### src/include/irqhld_pkg.sv
// Package of constants and types for the interrupt request output stage.
// Functional notes
// - Config bits 31:24 hold the hold-off interval, one count per ten microseconds.
// - Writing zero to the interval disables hold-off, clears counter, releases pending requests.
// - A new non-zero interval governs every later interrupt.
// - The power event wake interrupt is never delayed by hold-off.
// - Writing one to self-clearing bit 14 restarts the hold-off interval.
// - Bit 13 reads one while a hold-off interval withholds the pin.
// - Bit 12 mirrors the internal interrupt line, ignoring enable and hold-off.
// - The internal line is high when any enabled status source is active.
// - With bit 8 clear the request pin stays deasserted; status unaffected.
// - Push-pull output: polarity bit clear gives active low, set gives active high.
// - Open-drain output ignores polarity and is always active low.
// - Bit 0 clear selects open-drain, set selects push-pull.
// - Writing one to an interrupt status bit clears it; zero leaves it.
package irqhld_pkg;

  // ----------------------------------------------------------------------
  // Register map
  // ----------------------------------------------------------------------
  localparam logic [7:0] IRQHLD_CFG_OFS = 8'h54;
  localparam logic [7:0] IRQHLD_STS_OFS = 8'h58;

  // ----------------------------------------------------------------------
  // Field positions
  // ----------------------------------------------------------------------
  localparam int IRQHLD_INTV_LSB = 24;
  localparam int IRQHLD_INTV_W = 8;
  localparam int IRQHLD_RESTART_BIT = 14;
  localparam int IRQHLD_ACTIVE_BIT = 13;
  localparam int IRQHLD_MASTER_BIT = 12;
  localparam int IRQHLD_EN_BIT = 8;
  localparam int IRQHLD_POL_BIT = 4;
  localparam int IRQHLD_TYPE_BIT = 0;
  localparam int IRQHLD_PWR_BIT = 17;

  // ----------------------------------------------------------------------
  // Reset values and timing
  // ----------------------------------------------------------------------
  localparam logic [31:0] IRQHLD_CFG_RST = 32'h0000_0000;
  localparam logic [31:0] IRQHLD_STS_RST = 32'h0000_0000;
  localparam int IRQHLD_CLK_MHZ = 200;
  localparam int IRQHLD_STEP_US = 10;
  localparam int IRQHLD_STEP_CYC = IRQHLD_STEP_US * IRQHLD_CLK_MHZ;

  // Hold-off states, Gray coded along idle -> hold -> idle.
  typedef enum logic [1:0] {
    IRQHLD_IDLE = 2'b00,
    IRQHLD_HOLD = 2'b01
  } irqhld_state_t;

endpackage

### src/include/irqhld_tick_if.sv
// Interface carrying the hold-off tick controls between the two modules.
`timescale 1ns/100ps
interface irqhld_tick_if;
  logic restart;
  logic tick;
  modport ctl (output restart, input tick);
  modport gen (input restart, output tick);
endinterface

### src/irqhld_tick.sv
// Ten-microsecond tick generator used to time the hold-off interval.
`timescale 1ns/100ps
module irqhld_tick
  import irqhld_pkg::*;
#(
  parameter int STEP_CYC = IRQHLD_STEP_CYC
) (
  // Clock and control
  input wire logic ref_clk,
  input wire logic sys_rst,
  input wire logic clk_en,
  // Tick link
  irqhld_tick_if.gen tk
);

  logic [15:0] cnt_q;
  logic [15:0] cnt_d;
  wire logic at_end = (cnt_q == 16'(STEP_CYC - 1));

  // A restart realigns the step so a fresh interval is full length.
  assign cnt_d = (tk.restart || at_end) ? 16'h0000 : cnt_q + 16'h0001;
  assign tk.tick = at_end && !tk.restart;

  // Free running step counter.
  always_ff @(posedge ref_clk) begin
    if (sys_rst) begin
      cnt_q <= 16'h0000;
    end else if (clk_en) begin
      cnt_q <= cnt_d;
    end
  end

endmodule // irqhld_tick

### src/irqhld_top.sv
// Interrupt request output stage with enable, polarity, buffer type and hold-off.
`timescale 1ns/100ps
module irqhld_top
  import irqhld_pkg::*;
#(
  parameter int STEP_CYC = IRQHLD_STEP_CYC
) (
  // Clock, enable and resets
  input wire logic ref_clk,
  input wire logic sys_rst,
  input wire logic soft_rst,
  input wire logic clk_en,
  // Register port
  input wire logic [7:0] reg_addr,
  input wire logic reg_wr,
  input wire logic reg_rd,
  input wire logic [31:0] reg_wdata,
  output logic [31:0] reg_rdata,
  // Interrupt sources
  input wire logic [31:0] int_event,
  input wire logic [31:0] int_enable,
  // Request pin
  output logic irq_out,
  output logic irq_oe
);

  // ----------------------------------------------------------------------
  // Registers
  // ----------------------------------------------------------------------
  logic [7:0] intv_q;
  logic en_q;
  logic pol_q;
  logic type_q;
  logic [31:0] sts_q;
  logic [31:0] sts_d;
  logic [7:0] hcnt_q;
  logic [7:0] hcnt_d;
  logic pin_q;
  logic [31:0] rdata_q;
  irqhld_state_t st_q;
  irqhld_state_t st_d;
  irqhld_tick_if tk ();

  irqhld_tick #(.STEP_CYC(STEP_CYC)) u_tick (
    .ref_clk(ref_clk),
    .sys_rst(sys_rst | soft_rst),
    .clk_en(clk_en),
    .tk(tk)
  );

  // ----------------------------------------------------------------------
  // Decode
  // ----------------------------------------------------------------------
  wire logic cfg_wr = reg_wr && (reg_addr == IRQHLD_CFG_OFS);
  wire logic sts_wr = reg_wr && (reg_addr == IRQHLD_STS_OFS);
  wire logic [7:0] new_intv = reg_wdata[IRQHLD_INTV_LSB +: IRQHLD_INTV_W];
  wire logic intv_zero_wr = cfg_wr && (new_intv == 8'h00);
  wire logic restart = cfg_wr && reg_wdata[IRQHLD_RESTART_BIT];
  wire logic [7:0] live_intv = cfg_wr ? new_intv : intv_q;

  // Status: hardware set wins over a same-cycle write-one clear.
  assign sts_d = int_event | (sts_q & ~(sts_wr ? reg_wdata : 32'h0000_0000));

  // Internal line from enabled sources; power event split out from hold-off.
  wire logic [31:0] pwr_mask = 32'h0000_0001 << IRQHLD_PWR_BIT;
  wire logic master = |(sts_q & int_enable);
  wire logic pwr_req = |(sts_q & int_enable & pwr_mask);
  wire logic holding = (st_q == IRQHLD_HOLD);
  wire logic assert_req = en_q && (pwr_req || (master && !holding));

  // Hold-off starts when the pin falls inactive with a non-zero interval.
  wire logic pin_fall = pin_q && !assert_req;
  wire logic hold_done = tk.tick && (hcnt_q + 8'h01 >= intv_q);
  assign tk.restart = restart || pin_fall;

  // Hold-off state machine.
  always_comb begin
    st_d = st_q;
    hcnt_d = hcnt_q;
    case (st_q)
      IRQHLD_IDLE: begin
        if ((pin_fall || restart) && live_intv != 8'h00) begin
          st_d = IRQHLD_HOLD;
          hcnt_d = 8'h00;
        end
      end
      IRQHLD_HOLD: begin
        if (intv_zero_wr) begin
          st_d = IRQHLD_IDLE;
          hcnt_d = 8'h00;
        end else if (restart) begin
          hcnt_d = 8'h00;
        end else if (hold_done) begin
          st_d = IRQHLD_IDLE;
          hcnt_d = 8'h00;
        end else if (tk.tick) begin
          hcnt_d = hcnt_q + 8'h01;
        end
      end
      default: begin
        st_d = IRQHLD_IDLE;
        hcnt_d = 8'h00;
      end
    endcase
  end

  // Pin encoding: open-drain is always active low, push-pull follows polarity.
  wire logic od_oe = assert_req;
  wire logic pp_lvl = pol_q ? assert_req : !assert_req;

  // Read mux; reserved bits read zero.
  wire logic [31:0] cfg_rd = {intv_q, 9'h000, 1'b0, holding, master, 3'h0, en_q,
                              3'h0, pol_q, 3'h0, type_q};
  wire logic [31:0] rd_mux = (reg_addr == IRQHLD_CFG_OFS) ? cfg_rd :
                             (reg_addr == IRQHLD_STS_OFS) ? sts_q : 32'h0000_0000;

  // ----------------------------------------------------------------------
  // State update
  // ----------------------------------------------------------------------
  // Polarity and type ignore software reset so the board wiring stays valid.
  always_ff @(posedge ref_clk) begin
    if (sys_rst) begin
      pol_q <= IRQHLD_CFG_RST[IRQHLD_POL_BIT];
      type_q <= IRQHLD_CFG_RST[IRQHLD_TYPE_BIT];
    end else if (clk_en && cfg_wr) begin
      pol_q <= reg_wdata[IRQHLD_POL_BIT];
      type_q <= reg_wdata[IRQHLD_TYPE_BIT];
    end
  end

  // Remaining control and status state clears on either reset.
  always_ff @(posedge ref_clk) begin
    if (sys_rst || soft_rst) begin
      intv_q <= IRQHLD_CFG_RST[31:24];
      en_q <= 1'b0;
      sts_q <= IRQHLD_STS_RST;
      st_q <= IRQHLD_IDLE;
      hcnt_q <= 8'h00;
      pin_q <= 1'b0;
      rdata_q <= 32'h0000_0000;
    end else if (clk_en) begin
      if (cfg_wr) begin
        intv_q <= new_intv;
        en_q <= reg_wdata[IRQHLD_EN_BIT];
      end
      sts_q <= sts_d;
      st_q <= st_d;
      hcnt_q <= hcnt_d;
      pin_q <= assert_req;
      if (reg_rd) begin
        rdata_q <= rd_mux;
      end
    end
  end

  // Pin drive: open-drain only drives while asserted.
  always_ff @(posedge ref_clk) begin
    if (sys_rst) begin
      irq_out <= 1'b1;
      irq_oe <= 1'b0;
    end else if (clk_en) begin
      irq_out <= type_q ? pp_lvl : 1'b0;
      irq_oe <= type_q ? 1'b1 : od_oe;
    end
  end

  assign reg_rdata = rdata_q;

  // ----------------------------------------------------------------------
  // Assertions
  // ----------------------------------------------------------------------
  a_disabled_pin_idle: assert property (@(posedge ref_clk) disable iff (sys_rst)
    (clk_en && !en_q && type_q == 1'b0) |=> !irq_oe)
    else $error("Request pin driven while output disabled.");

  a_od_active_low: assert property (@(posedge ref_clk) disable iff (sys_rst)
    (clk_en && type_q == 1'b0) |=> (irq_out == 1'b0))
    else $error("Open-drain output drove a high level.");

  // The pin level is launched with the polarity of the cycle before, hence the look back.
  a_pp_polarity: assert property (@(posedge ref_clk) disable iff (sys_rst || soft_rst)
    (clk_en && type_q) |=> irq_out == ($past(pol_q) ? pin_q : !pin_q))
    else $error("Push-pull level does not follow polarity.");

  a_zero_clears_hold: assert property (@(posedge ref_clk) disable iff (sys_rst || soft_rst)
    (clk_en && intv_zero_wr) |=> !holding)
    else $error("Zero interval did not end hold-off.");

  a_restart_starts: assert property (@(posedge ref_clk) disable iff (sys_rst || soft_rst)
    (clk_en && restart && new_intv != 8'h00) |=> holding && hcnt_q == 8'h00)
    else $error("Restart did not begin a fresh interval.");

  a_hold_blocks_pin: assert property (@(posedge ref_clk) disable iff (sys_rst || soft_rst)
    (holding && !pwr_req) |-> !assert_req)
    else $error("Request asserted during hold-off.");

  a_power_bypass: assert property (@(posedge ref_clk) disable iff (sys_rst || soft_rst)
    (en_q && pwr_req) |-> assert_req)
    else $error("Power event interrupt was delayed.");

  a_w1c_clears: assert property (@(posedge ref_clk) disable iff (sys_rst || soft_rst)
    (clk_en && sts_wr && reg_wdata[0] && !int_event[0]) |=> !sts_q[0])
    else $error("Write one did not clear status bit.");

  a_soft_keeps_pol: assert property (@(posedge ref_clk) disable iff (sys_rst)
    (soft_rst && !cfg_wr) |=> $stable(pol_q) && $stable(type_q))
    else $error("Software reset altered pin configuration.");

endmodule // irqhld_top

### config.mk
export PLATFORM = sky130hd
export DESIGN_NAME = irqhld_top
export DESIGN_NICKNAME = d
export VERILOG_FILES = /design/src/include/irqhld_pkg.sv /design/src/include/irqhld_tick_if.sv /design/src/irqhld_tick.sv /design/src/irqhld_top.sv
export SDC_FILE = /design/constraint.sdc
export NUM_CORES = 1
export LEC_CHECK = 0
export ABC_CLOCK_PERIOD_IN_PS = 2900
export BUFFER_PORTS_ARGS = -buffer_cell sky130_fd_sc_hd__buf_2
export CAP_MARGIN = 20
export CORE_ASPECT_RATIO = 2
export CORE_MARGIN = 2
export CORE_UTILIZATION = 45
export CTS_CLUSTER_SIZE = 12
export DETAILED_ROUTE_END_ITERATION = 10
export MAX_ROUTING_LAYER = met4
export PLACE_DENSITY = 0.72
export SYNTH_ARGS = -nofsm -noshare
export SYNTH_HDL_FRONTEND = slang
export SYNTH_SLANG_ARGS = --single-unit
### constraint.sdc
create_clock -name ref_clk -period 2.9 [get_ports ref_clk]
set_input_delay 0 -clock ref_clk [delete_from_list [all_inputs] [get_ports ref_clk]]
set_output_delay 0 -clock ref_clk [all_outputs]
set_load 0.1 [all_outputs]
==> impl_metrics.tcl, run 1 <==
set metrics [dict create \
    status "completed" \
    cts_buffer_depth 2 \
    place_congestion 0.890 \
    hold_violations 0 \
    grt_max_degree 71 \
    syn_area_um2 4670 \
    h-tree-depth 3 \
    root_buffer "clkbuf_16" \
    num_antenna_cells 0 \
    clk_latency_ps 340 \
    antenna_found_initial 0 \
    grt_util_all_layers_pct 28.0 \
    hold_class "input port to flop" \
    r2r_end "hcnt_q[3]" \
    synthCells 540 \
    p_leak_nw 2.72 \
    critPathLaunchType "flop" \
    cp_data_required_time_ps 3120 \
    postSynthAreaPerCell_um2 8.65 \
    fin_skew_ps 12.2 \
    cts.sinks 103 \
    synth-seq-cells 103 \
    fmax_mhz 371 \
    slew-limit-headroom_pct 51.9 \
    endpoint "hcnt_q[3]" \
    ios 144 \
    die-height_um 148 \
    maxCapViolations 0 \
    area_delta_synth_final_pct 38.4 \
    reg2reg_slack_ps 200 \
    rows 52 \
    end_kind "flop" \
    ys_types 56 \
    grt_pass1_wl_um 24600 \
    power_density_nw_per_um2 467 \
    numCtsBuffers 9 \
    arrival_ps 2920 \
    design_area_um2 6460 \
    coreArea_um2 10100 \
    stdcell_count 879 \
    drive_gt1_share_pct 25.1 \
    drtIter0Drc 189 \
    crit_start "hcnt_q[0]" \
    gr-total-overflow 0 \
    ys_seq_area_share_pct 44.1 \
    nFillCells 835 \
    cts_resized 0 \
    cp_max_fo 4 \
    cts_tree "done" \
    worstMarginPinSlew_ps 721 \
    fin_crit_sh_pct 93.1 \
    place_area_um2 5490 \
    port_buffers 143 \
    drc 0 \
    placed_cells 794 \
    fin_nets 859 \
    syn_nets 660 \
    synth_edf_count 0 \
    final_antenna_net_count 0 \
    reg2reg_from "hcnt_q[0]" \
    firstDrtPassIters 5 \
    design.die.area_um2 11300 \
    start_util_pct 46.3 \
    clk_pin_slew_worst_paths_ps 70 \
    fin_total_pwr_mw 3.02 \
    ir_worst_vdd_mv 0.484 \
    vias_per_cell 5.57 \
    path_class "flop to flop" \
    hpwl_um 10500 \
    grt_pass1_vias 5141 \
    setup_viol 0 \
    num_vias 4900 \
    synth_flop_cell "dfxtp_1" \
    wirelength_um 15400 \
    async_flop_share_pct 0 \
    avgRoutedWirePerCell_um 17.5 \
    worst_r2r_path_depth 11 \
    yosys_warnings 0 \
    tns_ps 0 \
    chipWidth_um 76.0 \
    period_needed_ps 2700 \
    maxSlewViolCount 0 \
    rsz0062_at_grt "no" \
]
[metrics by stage]
step                hold slack [ps]  worst slack [ps]  util (%)
finish                         13.9               201      64.1
floorplan                      72.1               439         -
detailed placement              235              51.5      54.4
CTS                            2.88              31.3      63.9
global placement                228               183      54.4
global route                   24.0              7.10      64.1
[how the worst min path moves through the flow]
stage,slack [ps],cells past startpoint,startpoint,endpoint
final,10,4,reg_wdata[14],sts_q[14]
after global routing,20,4,reg_wdata[14],sts_q[14]
after CTS,3,4,reg_wdata[13],sts_q[13]
after detailed placement,230,2,sys_rst,type_q
after global placement,230,2,sys_rst,type_q
after floorplan,70,1,sys_rst,irq_oe
[power breakdown]
part	total, mW	switching, mW	internal, mW
Combinational	0.377	0.199	0.177
Clock	1.18	0.561	0.619
Sequential	1.46	0.0223	1.44
Total	3.02	0.782	2.23
[area by class of cell]
type / instances / area, µm² / area share (%)
flip-flops and latches: 103 / 2060 / 31.9
well taps: 135 / 169 / 2.61
clock buffers: 10 / 239 / 3.70
repair buffers: 221 / 1470 / 22.7
multi-input cells: 392 / 2430 / 37.5
clock inverters: 6 / 52.6 / 0.813
inverters: 12 / 45.0 / 0.697
[repair_timing]
item | 4_1_cts | 5_1_grt
setup endpoints to repair | 0 | 5
hold buffers | 67 | 0
hold endpoints to repair | 45 | 0
buffers inserted | 0 | 2
[logic make-up (layout without fill, tap and decap cells)]
group           count (synthesis)  in the layout  share of synthesized area, %
compound gates                113            113                          18.6
xor+xnor                       20             20                          3.75
fa+ha+maj                      10             10                          2.68
buf+inv                        45            249                          4.04
flops                         103            103                          44.1
mux                            12             12                          2.60
simple gates                  237            237                          24.2
[synth_stat cells (3+ instances only)]
master,count,area share (%)
dfxtp_1,103,44
nor2_1,78,6.3
nand2_1,67,5.4
a22oi_1,40,6.4
nand3_1,29,3.1
a21oi_1,26,2.8
clkbuf_1,24,1.9
a221oi_1,17,3.2
nor3_1,14,1.5
xor2_1,13,2.4
inv_1,12,0.96
mux2i_1,11,2.4
ha_1,10,2.7
and3_1,9,1.2
a22o_1,7,1.3
xnor2_1,7,1.3
nand4_1,6,0.80
a211o_1,4,0.75
a31oi_1,4,0.54
buf_2,4,0.43
nor3b_1,4,0.64
and2_1,3,0.40
buf_1,3,0.24
nor4_1,3,0.40
[critical path, stage by stage, from the launching register on]
cell and delay (ps):
dfxtp_1 390, ha_1 240, nand3_1 180, xnor2_1 180
ha_1 300, nand2_1 50, o21ai_1 130, a211oi_1 90
o21bai_1 310, a31oi_1 230, and3_1 230, a211o_1 270
[per-layer routing]
metal,up-vias,wire (µm),global-route usage [%]
li1,2335,-,-
met1,2304,5640,28.3
met2,202,8020,50.3
met3,59,862,4.19
met4,0,896,17.4
met5,-,0,-
[placed cells by master (no fill, tap or decap), drive strengths merged, types with 10 or more instances in the layout]
cell,n
nand3,29
dlygate4sd3,67
a21oi,26
a221oi,17
ha,10
nand2,67
nor3,14
a22oi,40
dfxtp,103
nor2,78
buf,154
clkbuf,10
mux2i,11
xor2,13
inv,14
and3,10
[registers in the layout, indices dropped and copies added (netlist names)]
register and cells:
intv_q 8, u_tick.cnt_q 16, sts_q 32, pol_q 1, hcnt_q 8, reg_rdata 32
type_q 1, st_q 1, irq_oe 1, irq_out 1, pin_q 1, en_q 1
No activity file was read; power rests on OpenSTA's default activity.
==> run 2, diff against run 1 <==
Settings changed: MAX_ROUTING_LAYER met4 to unset.
==> impl_metrics.tcl, run 2 (synthesis results as in run 1) <==
set metrics [dict create \
    hpwl_um 10400 \
    end_kind "flop" \
    num_antenna_cells 0 \
    seq_area_um2 2060 \
    fmax_mhz 370 \
    grt_pass1_wl_um 25000 \
    p_int_mw 2.23 \
    fin_skew_ps 11.2 \
    period_needed_ps 2700 \
    h-tree-depth 3 \
    start_util_pct 46.3 \
    antenna_found_initial 0 \
    drc 0 \
    wirelength_um 15400 \
    num_vias 5010 \
    p_leak_nw 2.71 \
    netSwitchingFraction_pct 25.4 \
    drive_gt1_share_pct 25.1 \
    rsz0062_at_grt "no" \
    ir_worst_vdd_mv 0.350 \
    setup_viol 0 \
    pwr-share-clk_pct 38.5 \
    status "completed" \
    reg2reg_slack_ps 200 \
    tns_ps 0 \
    grt_util_all_layers_pct 27.5 \
    avgRoutedWirePerCell_um 17.5 \
    worstMarginPinSlew_ps 607 \
    cts_buffer_depth 2 \
    fin_crit_sh_pct 93.2 \
    r2r_end "hcnt_q[4]" \
    clk_pin_slew_worst_paths_ps 70 \
    grt_pass1_vias 5173 \
    hold_violations 0 \
    root_buffer "clkbuf_16" \
    maxSlewViolCount 0 \
    fin_nets 859 \
    place_congestion 0.901 \
    cp_data_required_time_ps 3190 \
    critPathLaunchType "flop" \
    path_cells "ha_2 -> xor2_1 -> ha_1 -> a21o_1 -> a31oi_1 -> o21ai_1 -> a211oi_1 -> o21bai_1 -> a2111oi_4 -> buf_4 -> nor3b_1 -> a211o_1" \
    cp_max_fo 8 \
    layout_common_cells "buf_2, dfxtp_1, nor2_1, dlygate4sd3_1, nand2_1" \
    power_density_nw_per_um2 463 \
    post-route-util_pct 64.1 \
    cts.sinks 103 \
    slowest_stage "dfxtp_2" \
    maxCapViolations 0 \
    path_class "flop to flop" \
    design.die.area_um2 11300 \
    multiInputGateArea_um2 2430 \
    drtIter0Drc 285 \
    rows 52 \
    ios 144 \
    chipWidth_um 76.0 \
    p_comb_share_pct 12.7 \
    hold_path.startpoint "reg_wdata[13]" \
    area_delta_synth_final_pct 38.3 \
    arrival_ps 2990 \
    min_to "sts_q[13]" \
    seq_power_share_pct 48.8 \
    firstDrtPassIters 5 \
    slowest_delay_ps 370 \
    p_sw_mw 0.760 \
    cts_tree "done" \
    hold_class "input port to flop" \
    coreArea_um2 10100 \
    die-height_um 148 \
    vias_per_cell 5.70 \
    nFillCells 826 \
    reg2reg_from "hcnt_q[0]" \
    min_path_cells 4 \
    final_common_cell "buf_2" \
    grt_max_degree 59 \
    gr-total-overflow 0 \
    slew-limit-headroom_pct 59.5 \
    port_buffers 143 \
    numCtsBuffers 9 \
    final_antenna_net_count 0 \
    clk_latency_ps 340 \
    critPathTopFamily "compound AO/OA/AOI/OAI gates" \
    worst_r2r_path_depth 12 \
    path_buf_inv 1 \
]
==> run 2: worst min-delay path, stage by stage <==
cell and delay [ps]:
buf_2 100, nand2_1 80, a22oi_1 70, nor2_1 80
==> run 2: what timing repair did <==
item / 4_1_cts / 5_1_grt
cloned: 0 / 0
buffers inserted: 0 / 1
hold buffers: 68 / 0
pin swaps: 1 / 1
endpoints found under the setup margin: 1 / 5
gates resized for setup: 0 / 2
hold endpoints to repair: 45 / 0
==> run 2: how the worst max path moves through the flow <==
stage / start / endpoint / slack (ps) / depth (start not counted)
floorplan: hcnt_q[0] / hcnt_q[5] / 440 / 11
global placement: hcnt_q[0] / hcnt_q[3] / 200 / 11
detailed placement: hcnt_q[0] / hcnt_q[5] / 60 / 11
CTS: hcnt_q[0] / hcnt_q[5] / 80 / 11
global route: hcnt_q[0] / hcnt_q[5] / 0.3 / 12
finish: hcnt_q[0] / hcnt_q[4] / 200 / 12
==> run 2: cell type report <==
type                            instances  share of cell area [%]
Tap cell                              135                    2.61
Clock inverter                          5                   0.639
Multi-Input combinational cell        392                    37.6
Inverter                               12                   0.697
Sequential cell                       103                    31.9
Clock buffer                           11                    3.76
Timing Repair Buffer                  221                    22.8
==> run 2: metrics by stage <==
stage	total power, mW	std cells	hold WS (ps)	cell area, µm²	setup WS [ps]
2_1_floorplan	1.65	540	72.1	4670	439
3_3_place_gp	1.77	794	230	5490	198
3_5_place_dp	1.78	794	240	5490	64.0
4_1_cts	2.99	878	4.85	6450	78.3
5_1_grt	3.08	879	37.8	6460	0.250
6_report	2.99	879	17.0	6460	198
==> run 2: power groups by stage <==
stage	Sequential (mW)	Clock (mW)	Combinational, mW
6_report	1.46	1.15	0.378
5_1_grt	1.46	1.22	0.403
4_1_cts	1.46	1.16	0.368
3_5_place_dp	1.49	0	0.288
3_3_place_gp	1.49	0	0.285
2_1_floorplan	1.53	0	0.117
==> run 2: per-layer routing <==
metal / share of wire (%) / track usage, % / wire [µm] / vias up
met1: 35 / 28.7 / 5340 / 2385
met3: 6.1 / 5.04 / 938 / 54
li1: - / - / - / 2325
met2: 54 / 51.1 / 8340 / 246
met5: 0 / 0 / 0 / -
met4: 5.1 / 15.7 / 787 / 0
